--- src/chan_cfg_pkg.sv ---
/*
 * Shared constants for the channel configuration register bank: register
 * indices, field positions, reset values, power modes and the input codes.
 * Assumes a 32-bit APB slave on one 100 MHz clock.
 */
package chan_cfg_pkg;

    // Channel and data widths.
    localparam int NUM_CHANNELS = 16;
    localparam int CHAN_W       = 4;
    localparam int SAMPLE_W     = 16;
    localparam int CODE_W       = 5;
    localparam int SETUP_W      = 3;
    localparam int NUM_SOURCES  = 32;

    // Register indices; the byte address is four times the index.
    localparam logic [7:0] IDX_CHANNEL_FIRST = 8'h09;
    localparam logic [7:0] IDX_CHANNEL_LAST  = 8'h18;
    localparam logic [7:0] IDX_CONTROL       = 8'h20;
    localparam logic [7:0] IDX_STATUS        = 8'h21;
    localparam logic [7:0] IDX_MASK          = 8'h22;
    localparam logic [7:0] IDX_LIMITS        = 8'h23;

    // Field positions inside a channel register.
    localparam int SETUP_HI   = 22;
    localparam int SETUP_LO   = 20;
    localparam int SWITCH_BIT = 19;
    localparam int MONITOR_BIT = 18;
    localparam int INPUT_HI   = 17;
    localparam int INPUT_LO   = 13;

    // Field positions inside the control register.
    localparam int CTRL_MODE_LO   = 0;
    localparam int CTRL_MODE_HI   = 1;
    localparam int CTRL_STBY_BIT  = 2;
    localparam int CTRL_FIFO_BIT  = 3;

    // Field positions inside the limits register.
    localparam int LIM_LOW_LO  = 0;
    localparam int LIM_HIGH_LO = 16;

    // Status and mask bit positions.
    localparam int EVT_W     = 2;
    localparam int EVT_BELOW = 0;
    localparam int EVT_ABOVE = 1;

    // Reset values.
    localparam logic [2:0]          RST_SETUP  = 3'h0;
    localparam logic                RST_SWITCH = 1'b0;
    localparam logic                RST_MON    = 1'b0;
    localparam logic [CODE_W-1:0]   RST_INPUT  = 5'h00;
    localparam logic [SAMPLE_W-1:0] RST_LOW    = 16'h0000;
    localparam logic [SAMPLE_W-1:0] RST_HIGH   = 16'hFFFF;

    // Positive-input codes that connect a source; every other code is reserved.
    localparam logic [NUM_SOURCES-1:0] VALID_INPUT_CODES = 32'h3FFFCC33;
    localparam logic [CODE_W-1:0] CODE_INPUT1     = 5'h01;
    localparam logic [CODE_W-1:0] CODE_INPUT4     = 5'h0A;
    localparam logic [CODE_W-1:0] CODE_INPUT7     = 5'h0F;
    localparam logic [CODE_W-1:0] CODE_TEMP       = 5'h10;
    localparam logic [CODE_W-1:0] CODE_NEG_SUPPLY = 5'h11;
    localparam logic [CODE_W-1:0] CODE_DREG_NEG   = 5'h1B;

    // Device power modes.
    typedef enum logic [1:0] {
        MODE_ACTIVE     = 2'b00,
        MODE_STANDBY    = 2'b01,
        MODE_POWER_DOWN = 2'b10,
        MODE_SPARE      = 2'b11
    } power_mode_t;

endpackage

--- src/input_source_decode.sv ---
/*
 * Decodes a positive-input code into a one-hot source select.
 * Assumes the code comes from a register on the same clock.
 */
`timescale 1ns/1ps
module input_source_decode
    import chan_cfg_pkg::*;
(
    // Clock and reset.
    input  wire logic                   sys_clk,
    input  wire logic                   rst_b,
    // Code in.
    input  wire logic                   converting,
    input  wire logic [CODE_W-1:0]      code,
    // Select out.
    output logic      [NUM_SOURCES-1:0] source_select
);

    // One-hot select of the coded source; reserved codes select nothing.
    always_ff @(posedge sys_clk or negedge rst_b) begin
        if (!rst_b) begin
            source_select <= '0;
        end else if (converting) begin
            source_select <= VALID_INPUT_CODES & (32'h00000001 << code);
        end else begin
            source_select <= '0;
        end
    end

endmodule // input_source_decode

--- src/threshold_check.sv ---
/*
 * Compares each monitored sample with the lower and upper limits.
 * Assumes samples arrive as one-cycle strobes on the same clock.
 */
`timescale 1ns/1ps
module threshold_check
    import chan_cfg_pkg::*;
#(
    parameter int WIDTH = SAMPLE_W
) (
    // Clock and reset.
    input  wire logic             sys_clk,
    input  wire logic             rst_b,
    // Sample in.
    input  wire logic             sample_valid,
    input  wire logic [WIDTH-1:0] sample_data,
    input  wire logic             monitor_on,
    // Limits.
    input  wire logic [WIDTH-1:0] lower_limit_value,
    input  wire logic [WIDTH-1:0] upper_limit_value,
    // Crossing pulses.
    output logic                  below_pulse,
    output logic                  above_pulse
);

    // A monitored sample outside the limits gives a one-cycle pulse.
    always_ff @(posedge sys_clk or negedge rst_b) begin
        if (!rst_b) begin
            below_pulse <= 1'b0;
            above_pulse <= 1'b0;
        end else begin
            below_pulse <= sample_valid && monitor_on && (sample_data < lower_limit_value);
            above_pulse <= sample_valid && monitor_on && (sample_data > upper_limit_value);
        end
    end

endmodule // threshold_check

--- src/channel_config_fields.sv ---
/*
 * Per-channel configuration register bank behind an APB slave: setup
 * select, low-side switch enable, threshold monitor enable and positive
 * input select for each channel, plus control, status, mask and limits.
 * Word indices: channels 0x09 to 0x18,
 * control 0x20, status 0x21, mask 0x22
 * and limits 0x23; others get pslverr.
 * Control: bits 1:0 mode, bit 2 standby
 * switch enable, bit 3 FIFO enable.
 * Status and mask: bit 0 below, bit 1
 * above the limits.
 * Limits: lower in 15:0, upper in 31:16.
 * Unused bits read as zero.
 * All fields reset to zero, the upper
 * limit to all ones.
 * Assumes the sequencer supplies the active channel, a converting level
 * and sample strobes on the same clock, and the APB master is on sys_clk.
 */

`timescale 1ns/1ps
module channel_config_fields
    import chan_cfg_pkg::*;
#(
    parameter int CHANNELS = NUM_CHANNELS
) (
    // Clock and reset.
    input  wire logic                   sys_clk,
    input  wire logic                   rst_b,

    // APB slave.
    input  wire logic                   psel,
    input  wire logic                   penable,
    input  wire logic                   pwrite,
    input  wire logic [11:0]            paddr,
    input  wire logic [31:0]            pwdata,
    output logic      [31:0]            prdata,
    output logic                        pready,
    output logic                        pslverr,

    // Sequencer side.
    input  wire logic [CHAN_W-1:0]      active_channel,
    input  wire logic                   converting,
    input  wire logic                   sample_valid,
    input  wire logic [SAMPLE_W-1:0]    sample_data,

    // Steering outputs.
    output logic      [SETUP_W-1:0]     setup_select,
    output logic      [NUM_SOURCES-1:0] source_select,
    output logic                        low_side_switch_pin,
    output logic                        low_side_switch_pin_oe,

    // Interrupt.
    output logic                        irq
);

    // Register word index of an APB byte address.
    // Every register is a whole word.
    function automatic logic [7:0] word_index(input logic [11:0] addr);
        return addr[9:2];
    endfunction

    // True when an index falls inside the channel register range.
    // Shared by the write path and read mux.
    function automatic logic is_channel(input logic [7:0] idx);
        return (idx >= IDX_CHANNEL_FIRST) && (idx <= IDX_CHANNEL_LAST);
    endfunction

    // Channel number of an index inside the channel range.
    // Valid only where is_channel holds.
    function automatic logic [CHAN_W-1:0] channel_of(input logic [7:0] idx);
        logic [7:0] diff;
        diff = idx - IDX_CHANNEL_FIRST;
        return diff[CHAN_W-1:0];
    endfunction

    // Per-channel fields.
    // One entry per channel number.
    logic [SETUP_W-1:0]  setup_sel     [CHANNELS];
    logic                low_side_switch_enable [CHANNELS];
    logic                threshold_monitor_enable [CHANNELS];
    logic [CODE_W-1:0]   positive_input_select [CHANNELS];

    // Control, status, mask and limits.
    // Software state beyond the channels.
    power_mode_t         power_mode;
    logic                standby_switch_enable;
    logic                fifo_enable;
    logic [EVT_W-1:0]    status;
    logic [EVT_W-1:0]    mask;
    logic [SAMPLE_W-1:0] lower_limit_value;
    logic [SAMPLE_W-1:0] upper_limit_value;

    // Bus decode.
    // Combinational, from the live bus.
    logic [7:0]          idx;
    logic                access;
    logic                wr_en;
    logic                mapped;
    logic [CHAN_W-1:0]   wr_chan;

    // Event pulses and steering terms.
    // Each pulse lasts one cycle.
    logic                below_pulse;
    logic                above_pulse;
    logic [EVT_W-1:0]    events;
    logic                next_switch;
    logic                monitor_on;
    logic [31:0]         next_prdata;

    // Decode of the current APB access phase.
    // The top two address bits are ignored.
    // Writes to unmapped indices are dropped.
    assign idx     = word_index(paddr);
    assign access  = psel && penable;
    assign wr_en   = access && pwrite && mapped;
    assign wr_chan = channel_of(idx);

    // Which indices answer without an error.
    // Others take pslverr and read zero.
    always_comb begin
        mapped = is_channel(idx) ||
                 (idx == IDX_CONTROL) ||
                 (idx == IDX_STATUS) ||
                 (idx == IDX_MASK) ||
                 (idx == IDX_LIMITS);
    end

    // Zero-wait slave: every access completes in its first access cycle.
    // Reads need no wait: prdata loads in setup.
    assign pready  = 1'b1;
    assign pslverr = access && !mapped;

    // Channel field storage; reserved input codes are kept as written.
    // One write sets all fields of a channel.
    // Bits 31:23 and bits 12:0 are not kept.
    // Other indices leave the channels alone.
    always_ff @(posedge sys_clk or negedge rst_b) begin
        if (!rst_b) begin
            for (int i = 0; i < CHANNELS; i++) begin
                setup_sel[i]                <= RST_SETUP;
                low_side_switch_enable[i]   <= RST_SWITCH;
                threshold_monitor_enable[i] <= RST_MON;
                positive_input_select[i]    <= RST_INPUT;
            end
        end else if (wr_en && is_channel(idx)) begin
            setup_sel[wr_chan]                <= pwdata[SETUP_HI:SETUP_LO];
            low_side_switch_enable[wr_chan]   <= pwdata[SWITCH_BIT];
            threshold_monitor_enable[wr_chan] <= pwdata[MONITOR_BIT];
            positive_input_select[wr_chan]    <= pwdata[INPUT_HI:INPUT_LO];
        end
    end

    // Control register: power mode, standby switch enable, FIFO enable.
    // All three fields are written together.
    // Mode 3 is spare; the switch stays open.
    always_ff @(posedge sys_clk or negedge rst_b) begin
        if (!rst_b) begin
            power_mode            <= MODE_ACTIVE;
            standby_switch_enable <= 1'b0;
            fifo_enable           <= 1'b0;
        end else if (wr_en && (idx == IDX_CONTROL)) begin
            power_mode            <= power_mode_t'(pwdata[CTRL_MODE_HI:CTRL_MODE_LO]);
            standby_switch_enable <= pwdata[CTRL_STBY_BIT];
            fifo_enable           <= pwdata[CTRL_FIFO_BIT];
        end
    end

    // Limits register holding the lower and upper sample bounds.
    // They reset wide open, so nothing is
    // flagged until software narrows them.
    always_ff @(posedge sys_clk or negedge rst_b) begin
        if (!rst_b) begin
            lower_limit_value <= RST_LOW;
            upper_limit_value <= RST_HIGH;
        end else if (wr_en && (idx == IDX_LIMITS)) begin
            lower_limit_value <= pwdata[LIM_LOW_LO +: SAMPLE_W];
            upper_limit_value <= pwdata[LIM_HIGH_LO +: SAMPLE_W];
        end
    end

    // Interrupt mask register.
    // A set bit lets that status bit raise irq.
    always_ff @(posedge sys_clk or negedge rst_b) begin
        if (!rst_b) begin
            mask <= '0;
        end else if (wr_en && (idx == IDX_MASK)) begin
            mask <= pwdata[EVT_W-1:0];
        end
    end

    // Sticky status: a write of one clears, a same-cycle event wins.
    // A clear touches only bits written as
    // one, and an event in the same cycle
    // keeps its bit, so no crossing is lost.
    assign events[EVT_BELOW] = below_pulse;
    assign events[EVT_ABOVE] = above_pulse;

    always_ff @(posedge sys_clk or negedge rst_b) begin
        if (!rst_b) begin
            status <= '0;
        end else if (wr_en && (idx == IDX_STATUS)) begin
            status <= (status & ~pwdata[EVT_W-1:0]) | events;
        end else begin
            status <= status | events;
        end
    end

    // Level interrupt while any unmasked status bit is set.
    // It rises a cycle after the status bit;
    // masked bits stay readable in status.
    always_ff @(posedge sys_clk or negedge rst_b) begin
        if (!rst_b) begin
            irq <= 1'b0;
        end else begin
            irq <= |(status & mask);
        end
    end

    // Read data mux; unused bits read as zero.
    // Channel fields read back as written,
    // reserved input codes included.
    always_comb begin
        next_prdata = 32'h00000000;
        if (is_channel(idx)) begin
            next_prdata[SETUP_HI:SETUP_LO] = setup_sel[wr_chan];
            next_prdata[SWITCH_BIT]        = low_side_switch_enable[wr_chan];
            next_prdata[MONITOR_BIT]       = threshold_monitor_enable[wr_chan];
            next_prdata[INPUT_HI:INPUT_LO] = positive_input_select[wr_chan];
        end else if (idx == IDX_CONTROL) begin
            next_prdata[CTRL_MODE_HI:CTRL_MODE_LO] = power_mode;
            next_prdata[CTRL_STBY_BIT]             = standby_switch_enable;
            next_prdata[CTRL_FIFO_BIT]             = fifo_enable;
        end else if (idx == IDX_STATUS) begin
            next_prdata[EVT_W-1:0] = status;
        end else if (idx == IDX_MASK) begin
            next_prdata[EVT_W-1:0] = mask;
        end else if (idx == IDX_LIMITS) begin
            next_prdata[LIM_LOW_LO +: SAMPLE_W]  = lower_limit_value;
            next_prdata[LIM_HIGH_LO +: SAMPLE_W] = upper_limit_value;
        end
    end

    // Read data comes from flip-flops, loaded during the setup cycle.
    // This keeps the access phase free of
    // wait states; writes leave it alone.
    always_ff @(posedge sys_clk or negedge rst_b) begin
        if (!rst_b) begin
            prdata <= 32'h00000000;
        end else if (psel && !penable && !pwrite) begin
            prdata <= next_prdata;
        end
    end

    // Setup group in use by the active channel, including groups 6 and 7.
    // The code passes through unchanged; the
    // sequencer picks its setup group by it.
    always_ff @(posedge sys_clk or negedge rst_b) begin
        if (!rst_b) begin
            setup_select <= RST_SETUP;
        end else begin
            setup_select <= setup_sel[active_channel];
        end
    end

    // Low-side switch gating by channel bit, conversion and power mode.
    // Power-down always wins. Standby needs
    // no conversion, so a bridge may stay
    // powered between bursts if enabled.
    // The default catches the spare mode.
    always_comb begin
        unique case (power_mode)
            MODE_POWER_DOWN: next_switch = 1'b0;
            MODE_STANDBY:    next_switch = standby_switch_enable &&
                                           low_side_switch_enable[active_channel];
            MODE_ACTIVE:     next_switch = converting &&
                                           low_side_switch_enable[active_channel];
            default:         next_switch = 1'b0;
        endcase
    end

    // The switch pin only sinks to the negative supply; it never drives high.
    // The enable is registered so it cannot
    // glitch while mode or channel moves.
    always_ff @(posedge sys_clk or negedge rst_b) begin
        if (!rst_b) begin
            low_side_switch_pin_oe <= 1'b0;
        end else begin
            low_side_switch_pin_oe <= next_switch;
        end
    end

    // The pin value itself never changes.
    assign low_side_switch_pin = 1'b0;

    // Monitoring is live only with the FIFO enabled.
    // The active channel's enable gates it too.
    assign monitor_on = fifo_enable && threshold_monitor_enable[active_channel];

    // Limit comparison of each sample.
    // Unsigned and strict: a sample equal
    // to a limit is not a crossing.
    threshold_check #(
        .WIDTH (SAMPLE_W)
    ) u_threshold (
        .sys_clk           (sys_clk),
        .rst_b             (rst_b),
        .sample_valid      (sample_valid),
        .sample_data       (sample_data),
        .monitor_on        (monitor_on),
        .lower_limit_value (lower_limit_value),
        .upper_limit_value (upper_limit_value),
        .below_pulse       (below_pulse),
        .above_pulse       (above_pulse)
    );

    // Positive input source selection for the active channel.
    // Reserved codes and idle cycles
    // select nothing.
    input_source_decode u_source (
        .sys_clk       (sys_clk),
        .rst_b         (rst_b),
        .converting    (converting),
        .code          (positive_input_select[active_channel]),
        .source_select (source_select)
    );

endmodule // channel_config_fields

--- config.mk ---
export PLATFORM = sky130hd
export DESIGN_NAME = channel_config_fields
export DESIGN_NICKNAME = d
export VERILOG_FILES = /design/src/chan_cfg_pkg.sv /design/src/input_source_decode.sv /design/src/threshold_check.sv /design/src/channel_config_fields.sv
export SDC_FILE = /design/constraint.sdc
export NUM_CORES = 1
export LEC_CHECK = 0
export ABC_AREA = 1
export BUFFER_PORTS_ARGS = -buffer_cell sky130_fd_sc_hd__buf_2
export CORE_MARGIN = 2
export CORE_UTILIZATION = 25
export CTS_CLUSTER_SIZE = 10
export DETAILED_ROUTE_END_ITERATION = 16
export SYNTH_ARGS = -nofsm -noshare
export SYNTH_HDL_FRONTEND = slang
export SYNTH_SLANG_ARGS = --single-unit
--- constraint.sdc ---
create_clock -name sys_clk -period 1.8 [get_ports sys_clk]
set_input_delay 0 -clock sys_clk [delete_from_list [all_inputs] [get_ports sys_clk]]
set_output_delay 0 -clock sys_clk [all_outputs]
set_load 0.1 [all_outputs]
==> metrics.yaml, run 1 <==
antenna_found_initial: 0
synth_top_area_share_pct: 41.3
cp_max_fo: 3
crit_top_cell: "nand2_1"
cap_violations: 0
crit_type: "register to register"
post_drt_wl_per_cell_um: 16.5
slew_headroom_pct: 46.2
crit_buf_inv: 1
track_usage_pct: 17.0
leakagePower_nw: 10.2
powerDensity_nw_per_um2: 812
slowest_stage: "dfstp_2"
cts_num_sinks: 261
yosys.area.top_type: "dfrtp_1"
gr-total-overflow: 0
rows: 89
final_common_cell: "nand2_1"
status: "completed"
ir_worst_vdd_uv: 509
fin_crit_sh_pct: 96.3
slowest_delay_ns: 0.51
htree_levels: 2
die_w_um: 248
firstDrtPassIters: 5
grt_pass1_wl_um: 80800
num_vias: 14700
dp_hpwl_um: 36600
hold_class: "primary input to register"
finalSetupViolCount: 0
cp.required_ns: 2.24
tightest_slew_ns: 0.804
numCtsBuffers: 34
drc: 0
syn_to_final_growth_pct: 26.7
antenna_left: 0
nNetsFinal: 2481
drv_slew: 0
wl_um: 52400
final_cell_mix: "nand2_1 (798), dfrtp_1 (245), inv_1 (227)"
synth_area_leaders: "dfrtp_1 (41%), nand2_1 (20%), o21ai_0 (7.3%)"
yosysSeqAreaShare_pct: 44.1
cpLargestDelayFamily: "compound AO/OA/AOI/OAI gates"
port_buffers: 126
syn-cell-area_um2: 14900
arrival_ns: 2.17
place_area_um2: 17300
clk_path_buf_depth: 3
max_freq_mhz: 577
tritoncts: "done"
synth_cells: 2152
place_congestion: 0.913
critPathLaunchType: "register"
tns_ns: 0
final_area_um2: 18800
insertion_delay_ns: 0.55
drtIter0Drc: 1419
syn_area_per_cell_um2: 6.90
finClkSkew_ns: 0.0163
crit_chain: "inv_1 -> ha_1 -> a21oi_1 -> o21ai_0 -> a31oi_1 -> nand2_1 -> nand2_1 -> nor2_1"
period_needed_ns: 1.73
die_area_um2: 61400
hold_viol: 0
cts-root-buf: "clkbuf_16"
synth.distinct_cells: 32
ys.warnings.count: 0
fillers: 6289
drive_gt1_share_pct: 15.8
die_y_um: 248
grt_pass1_vias: 13900
clk_pin_slew_ns: 0.06
worstSetupEndpointType: "register"
start_util_pct: 25.2
core_area_um2: 58900
viasPerCell: 4.62
fin_util_pct: 32.0
io-pin-count: 143
synth_seq_cells: 261
grt_max_degree: 92
## worst reg2reg max path, stage by stage (launching register included)
cell and delay, ns:
dfstp_2 0.51, inv_1 0.07, ha_1 0.31, a21oi_1 0.22
o21ai_0 0.13, a31oi_1 0.17, nand2_1 0.07, nand2_1 0.10
nor2_1 0.05
## flip-flops by register name, indices dropped and copies added, names as in the netlist
signal	count
lower_limit_value	16
irq	1
u_threshold.above_pulse	1
status	2
prdata	32
threshold_monitor_enable	16
u_source.source_select	22
u_threshold.below_pulse	1
setup_sel	48
fifo_enable	1
upper_limit_value	16
power_mode	2
positive_input_select	80
setup_select	3
standby_switch_enable	1
mask	2
low_side_switch_enable	16
low_side_switch_pin_oe	1
## worst paths after layout
check,from,end,slack [ns],cells after the start
setup / recovery,upper_limit_value[15],u_threshold.above_pulse,0.07,8
hold / removal,psel,prdata[19],0.05,6
setup reg to reg,upper_limit_value[15],u_threshold.above_pulse,0.07,8
hold reg to reg,u_threshold.below_pulse,status[0],0.47,2
max in group asynchronous,rst_b,setup_sel[20],0.71,4
min in group asynchronous,rst_b,u_source.source_select[20],0.46,3
## routing by layer
layer | track usage (%) | share of wire (%) | vias up
li1 | - | - | 7196
met1 | 24.2 | 46 | 6864
met2 | 26.0 | 45 | 482
met3 | 2.39 | 5.7 | 109
met4 | 6.82 | 3.8 | 0
met5 | 0 | 0 | -
## report_power, final
group          switching [mW]  internal (mW)  leakage (nW)
Sequential             0.0917           6.01          3.48
Combinational            1.88          0.704          6.17
Clock                    2.67           3.94         0.528
## through the flow
step | setup WS (ns) | hold slack [ns] | instances | total power, mW
floorplan | 0.00246 | -0.296 | 2162 | 7.70
global placement | -0.120 | -0.0401 | 3072 | 8.68
detailed placement | -0.178 | -0.0435 | 3072 | 8.68
CTS | 0.0561 | 0.0253 | 3168 | 15.4
global route | -0.0373 | 0.0769 | 3168 | 15.9
finish | 0.0672 | 0.0508 | 3169 | 15.3
## cells in the mapped netlist
master	n
o21ai_0	216
inv_1	228
clkbuf_1	100
buf_4	13
mux2_2	1
nor2_1	87
nor2_4	6
conb_1	2
a31oi_1	2
xor2_1	1
a21oi_2	1
o21ai_1	22
a22o_1	1
buf_2	10
nor3_1	3
a22oi_1	2
o21bai_1	1
inv_2	4
nor2_2	10
dfrtp_1	245
o211ai_1	2
buf_1	20
ha_1	36
dfstp_2	16
or2_2	1
nand3_1	202
nor4_1	1
a21o_1	1
o31a_1	1
a21oi_1	107
nand4_1	6
nand2_1	804
## cell families after synthesis
| group | Yosys count | share of synthesized area, % |
|---|---|---|
| AO/OA/AOI/OAI | 356 | 12.2 |
| XOR/XNOR | 1 | 0.0590 |
| adder cells (fa/ha/maj) | 36 | 3.03 |
| buffers and inverters | 375 | 9.89 |
| flip-flops | 261 | 44.1 |
| multiplexers | 1 | 0.0758 |
| other | 2 | 0.0505 |
| AND/OR/NAND/NOR | 1120 | 30.6 |
## cell type report
cell class | instances | area, um2 | area share (%)
clock buffers | 53 | 1030 | 5.49
diodes | 1 | 2.50 | 0.0133
repair buffers | 319 | 2420 | 12.9
inverters | 232 | 873 | 4.64
flip-flops and latches | 261 | 6550 | 34.8
clock inverters | 4 | 42.5 | 0.226
multi-input cells | 1526 | 6930 | 36.8
well taps | 773 | 967 | 5.14
## what timing repair did
action                                  CTS  global route
gates resized for setup                   0             7
endpoints found under the setup margin    0            11
endpoints found under the hold margin   464             0
hold buffers                             39             0
setup buffers                             0             0
No activity file was read; power rests on OpenSTA's default activity.
==> run 2, diff against run 1 <==
- CORE_MARGIN: 2 -> 3
==> run 2 against run 1 <==
  * Non-clock buffer count down 14
  * Sequential power about the same
  * Hold slack worse by 0.018 ns
  * Critical path type unchanged
  * Critical endpoint is now u_source.source_select[17]
  * Largest power group is now sequential cells
==> metrics.yaml, run 2 (same netlist as run 1, synthesis figures left out) <==
power_mw: 14.5
viasPerCell: 4.65
rsz0062_at_grt: "false"
die_y_um: 250
post_drt_wl_per_cell_um: 16.7
grt_pass1_vias: 14000
htree_levels: 1
crit_start: "positive_input_select[27]"
cts-root-buf: "clkbuf_16"
finClkSkew_ns: 0.0178
die_area_um2: 62400
tritoncts: "done"
top_regs: "positive_input_select x80, setup_sel x48, prdata x32"
top_register: "positive_input_select"
cp_max_fo: 4
hold_class: "primary input to register"
start_util_pct: 25.5
status: "completed"
dp_slack_ns: -0.140
tightest_slew_ns: 0.648
rr_startpoint: "positive_input_select[27]"
drv_slew: 0
port_buffers: 126
slew_headroom_pct: 56.8
largest_reg_flops: 80
antenna_left: 0
num_vias: 14600
final_common_cell: "nand2_1"
drc: 0
hold_slack_ns: 0.0326
io-pin-count: 143
gr-total-overflow: 0
drive_gt1_share_pct: 14.6
worstSetupEndpointType: "register"
crit_top_cell: "nand3_1"
drtIter0Drc: 1226
firstDrtPassIters: 5
insertion_delay_ns: 0.58
hp-start: "penable"
timing.rr.end: "u_source.source_select[17]"
cp.required_ns: 2.29
rows: 88
crit_type: "register to register"
numCtsBuffers: 31
die_w_um: 250
rrSetupSlack_ns: 0.08
rr_worst_depth: 9
cp-endpoint: "u_source.source_select[17]"
finalSetupViolCount: 0
clk_path_buf_depth: 3
period_needed_ns: 1.72
arrival_ns: 2.22
syn_to_final_growth_pct: 25.6
dp_hpwl_um: 37000
tns_ns: 0
max_freq_mhz: 580
antenna_found_initial: 1
cts_num_sinks: 261
cap_violations: 0
ir_worst_vdd_uv: 709
track_usage_pct: 16.4
leakagePower_nw: 10.1
final_cell_mix: "nand2_1 (803), dfrtp_1 (245), inv_1 (227)"
slowest_delay_ns: 0.38
slowest_stage: "dfrtp_1"
crit_chain: "inv_1 -> nand2_1 -> nand3_1 -> nand3_1 -> nand3_1 -> nand2_1 -> inv_1 -> nand3_1 -> nor2_1"
nNetsFinal: 2464
powerDensity_nw_per_um2: 779
layout_setup_ws_ns: 0.0753
critPathLaunchType: "register"
fin_crit_sh_pct: 95.8
clk_pin_slew_ns: 0.06
place_congestion: 0.915
cts_setup_buffers: 0
wl_um: 52500
core_area_um2: 58200
grt_max_degree: 58
hold_viol: 0
grt_pass1_wl_um: 81700
-- run 2: changes by cell type in the layout (fill, tap and decap cells not counted), sizes merged --
| cell | change |
|---|---|
| clkinv | -3 |
| buf | -19 |
| clkbuf | -4 |
| inv | +1 |
| bufinv | +1 |
| dlygate4sd3 | +5 |
-- run 2: how the worst min path moves through the flow --
stage                                       endpoint  slack (ns)  depth (start not counted)
after detailed placement  u_source.source_select[24]       -0.03                          1
after floorplan                          fifo_enable       -0.30                          0
after global routing         u_threshold.below_pulse        0.07                          7
after CTS                    u_threshold.below_pulse      0.0007                          7
final                                     prdata[12]        0.03                          6
after global placement    u_source.source_select[17]       -0.03                          1
-- run 2: metal layers --
metal | part of all wire [%] | GRT usage [%] | vias up
met4 | 3.1 | 5.17 | 0
met3 | 5.8 | 2.26 | 97
li1 | - | - | 7168
met1 | 45 | 22.7 | 6885
met5 | 0 | 0 | -
met2 | 46 | 26.4 | 446
-- run 2: timing repair --
action | 4_1_cts | 5_1_grt
hold endpoints to repair | 490 | 2
setup endpoints to repair | 0 | 22
gates resized for setup | 0 | 6
hold buffers | 42 | 1
-- run 2: final cells by class --
type | instances | area [um2]
clock buffer | 49 | 863
antenna | 1 | 2.50
clock inverter | 3 | 43.8
timing repair buffer | 305 | 2430
sequential | 261 | 6550
inverter | 232 | 873
tap | 765 | 957
multi-input combinational | 1526 | 6930
fill | 6197 | 39600
-- run 2: where the power goes --
part,leakage (nW),internal [mW],switching [mW]
sequential,3.48,6.01,0.0814
clock,0.438,3.38,2.50
combinational,6.15,0.696,1.88
-- run 2: through the flow --
stage | std cells | area [um2] | utilization [%]
6_report | 3142 | 18700 | 32.0
5_1_grt | 3142 | 18700 | 32.0
4_1_cts | 3140 | 18600 | 32.0
3_5_place_dp | 3046 | 17300 | 29.7
3_3_place_gp | 3046 | 17300 | 29.7
2_1_floorplan | 2162 | 14900 | -
-- run 2: critical path: cells and delay by family (launching register included) --
family	cells	cell delay, ns
simple gates	7	1.04
flops	1	0.38
buf+inv	2	0.23
==> run 3, diff against run 2 <==
- ABC_AREA: 1 -> 0
==> run 3 against run 2 <==
  * The flow now finishes with violations (setup timing)
  * Non-clock buffer count fell by 22
  * Core utilization rose by 0.92 points
  * Clock skew rose by 0.0013 ns
  * Clock power rose by 5.5%
  * Fmax fell by 7.5%
  * Sequential power fell by 1%
  * Hold slack got worse by 0.0078 ns
  * Total power fell by 5.2%
  * Critical path type unchanged
  * Cell area fell by 2.1%
  * Via count fell by 36%
==> metrics.yaml, run 3 <==
largest_reg_flops: 80
met1_length_um: 16900
rrSetupSlack_ns: -0.06
leakagePower_nw: 8.69
die_y_um: 243
rsz0062_at_grt: "true"
num_vias: 9376
cts-root-buf: "clkbuf_16"
final_cell_mix: "dfrtp_1 (245), buf_2 (124), mux2_2 (99)"
wl_um: 39300
cp.required_ns: 2.20
yosys-top-cells-count: "dfrtp_1 (245), mux2_2 (124), mux2i_1 (47)"
ir_worst_vdd_uv: 638
antenna_left: 0
ys.warnings.count: 0
syn_area_per_cell_um2: 14.4
async_flop_share_pct: 100
rows: 86
post_drt_wl_per_cell_um: 19.6
status: "finished with violations"
finClkSkew_ns: 0.0190
port_buffers: 126
cap_violations: 0
fin_util_pct: 33.0
rr_startpoint: "positive_input_select[78]"
yosys.area.top_type: "dfrtp_1"
ys.flop_type: "dfrtp_1"
crit_type: "register to register"
start_util_pct: 25.4
track_usage_pct: 13.3
syn-cell-area_um2: 14100
top_register: "positive_input_select"
critPathLaunchType: "register"
crit_top_cell: "mux2i_1"
slew_headroom_pct: 50.7
dr_wl_met2_um: 18900
wl_met3_um: 2220
viasPerCell: 4.67
crit_chain: "buf_6 -> mux4_2 -> mux2i_1 -> mux2i_1 -> and4_1 -> a221o_1"
rr_worst_depth: 6
nNetsFinal: 1341
syn_to_final_growth_pct: 29.6
finalSetupViolCount: 21
synth.distinct_cells: 67
synth_edf_count: 0
clk_path_buf_depth: 3
drive_gt1_share_pct: 48.5
worstSetupEndpointType: "register"
tightest_slew_ns: 0.740
antenna_found_initial: 4
hold_viol: 0
synth_seq_cells: 261
grt_pass1_wl_um: 61400
drtIter0Drc: 432
die_area_um2: 59200
arrival_ns: 2.26
gr-total-overflow: 0
grt_max_degree: 57
slowest_stage: "mux4_2"
period_needed_ns: 1.86
powerDensity_nw_per_um2: 755
yosysSeqAreaShare_pct: 46.5
max_freq_mhz: 536
dp_hpwl_um: 27800
grt_pass1_vias: 10100
numCtsBuffers: 34
clk_pin_slew_ns: 0.05
core_area_um2: 55400
cts_num_sinks: 261
firstDrtPassIters: 5
final_common_cell: "dfrtp_1"
violations: "setup timing"
die_w_um: 243
timing.rr.end: "prdata[16]"
insertion_delay_ns: 0.52
yosysMostFrequentCell: "dfrtp_1"
htree_levels: 2
hold_slack_ns: 0.0248
fin_crit_sh_pct: 104
synth_cells: 975
dp_slack_ns: -0.764
drc: 0
slowest_delay_ns: 0.46
tritoncts: "done"
io-pin-count: 143
synth_area_leaders: "dfrtp_1 (44%), mux2_2 (9.9%), mux4_2 (7.2%)"
hold_class: "primary input to asynchronous set/reset pin"
top_regs: "positive_input_select x80, setup_sel x48, prdata x32"
synth_top_area_share_pct: 43.5
routed.top_layer: "met5"
cp_max_fo: 2
tns_ns: -0.563
layout_setup_ws_ns: -0.0641
place_congestion: 0.798
drv_slew: 0
[run 3: cell families after synthesis]
kind of cell             after synthesis  synth area share (%)
AO/OA/AOI/OAI                         92                  5.23
multiplexers                         321                  32.9
adder cells (fa/ha/maj)               36                  3.20
other                                  2                0.0533
AND/OR/NAND/NOR                      153                  7.34
buffers and inverters                106                  4.35
XOR/XNOR                               4                 0.382
flip-flops                           261                  46.5
[run 3: report_power, final]
group | total [mW] | switching [mW] | leakage [nW] | internal (mW)
Combinational | 1.57 | 0.923 | 4.63 | 0.645
Sequential | 6.03 | 0.0656 | 3.58 | 5.97
Clock | 6.19 | 2.53 | 0.480 | 3.66
[run 3: area by class of cell]
type	count	area (um2)
diodes	2	5.00
inverters	36	143
fillers	5406	37200
multi-input cells	618	7310
clock inverters	6	57.6
well taps	748	936
clock buffers	52	950
repair buffers	283	2310
flip-flops and latches	261	6550
[run 3: per-layer routing]
layer	vias to the layer above	track usage, %
li1	4209	-
met1	4811	17.1
met2	273	22.0
met3	77	2.88
met4	6	4.87
met5	-	0
[run 3: what timing repair did]
item | in CTS | in global routing
pin swaps | 17 | 15
hold buffers | 33 | 0
gates resized for setup | 39 | 24
hold endpoints to repair | 354 | 0
setup endpoints to repair | 191 | 35
buffers inserted | 7 | 7
[run 3: worst max-delay path by stage]
stage | slack (ns) | endpoint | from
after global placement | -0.70 | positive_input_select[16] | paddr[3]
final | -0.06 | prdata[16] | positive_input_select[78]
after global routing | -0.13 | prdata[16] | positive_input_select[78]
after detailed placement | -0.76 | positive_input_select[43] | paddr[3]
after floorplan | -0.18 | positive_input_select[23] | paddr[2]
after CTS | -0.09 | prdata[14] | positive_input_select[76]
[run 3: metrics by stage]
stage / total power [mW] / instances / instance area [um2]
after CTS: 14.0 / 1997 / 18100
after floorplan: 7.00 / 985 / 14400
final: 13.8 / 2006 / 18300
after global routing: 14.4 / 2005 / 18300
after global placement: 7.58 / 1899 / 16600
after detailed placement: 7.60 / 1899 / 16600
[run 3: worst max-delay path, delay by kind of cell, from the launching register on]
kind | cells | cell delay [ns]
buf+inv | 1 | 0.12
flops | 1 | 0.39
simple gates | 1 | 0.23
compound gates | 1 | 0.26
mux | 3 | 0.74
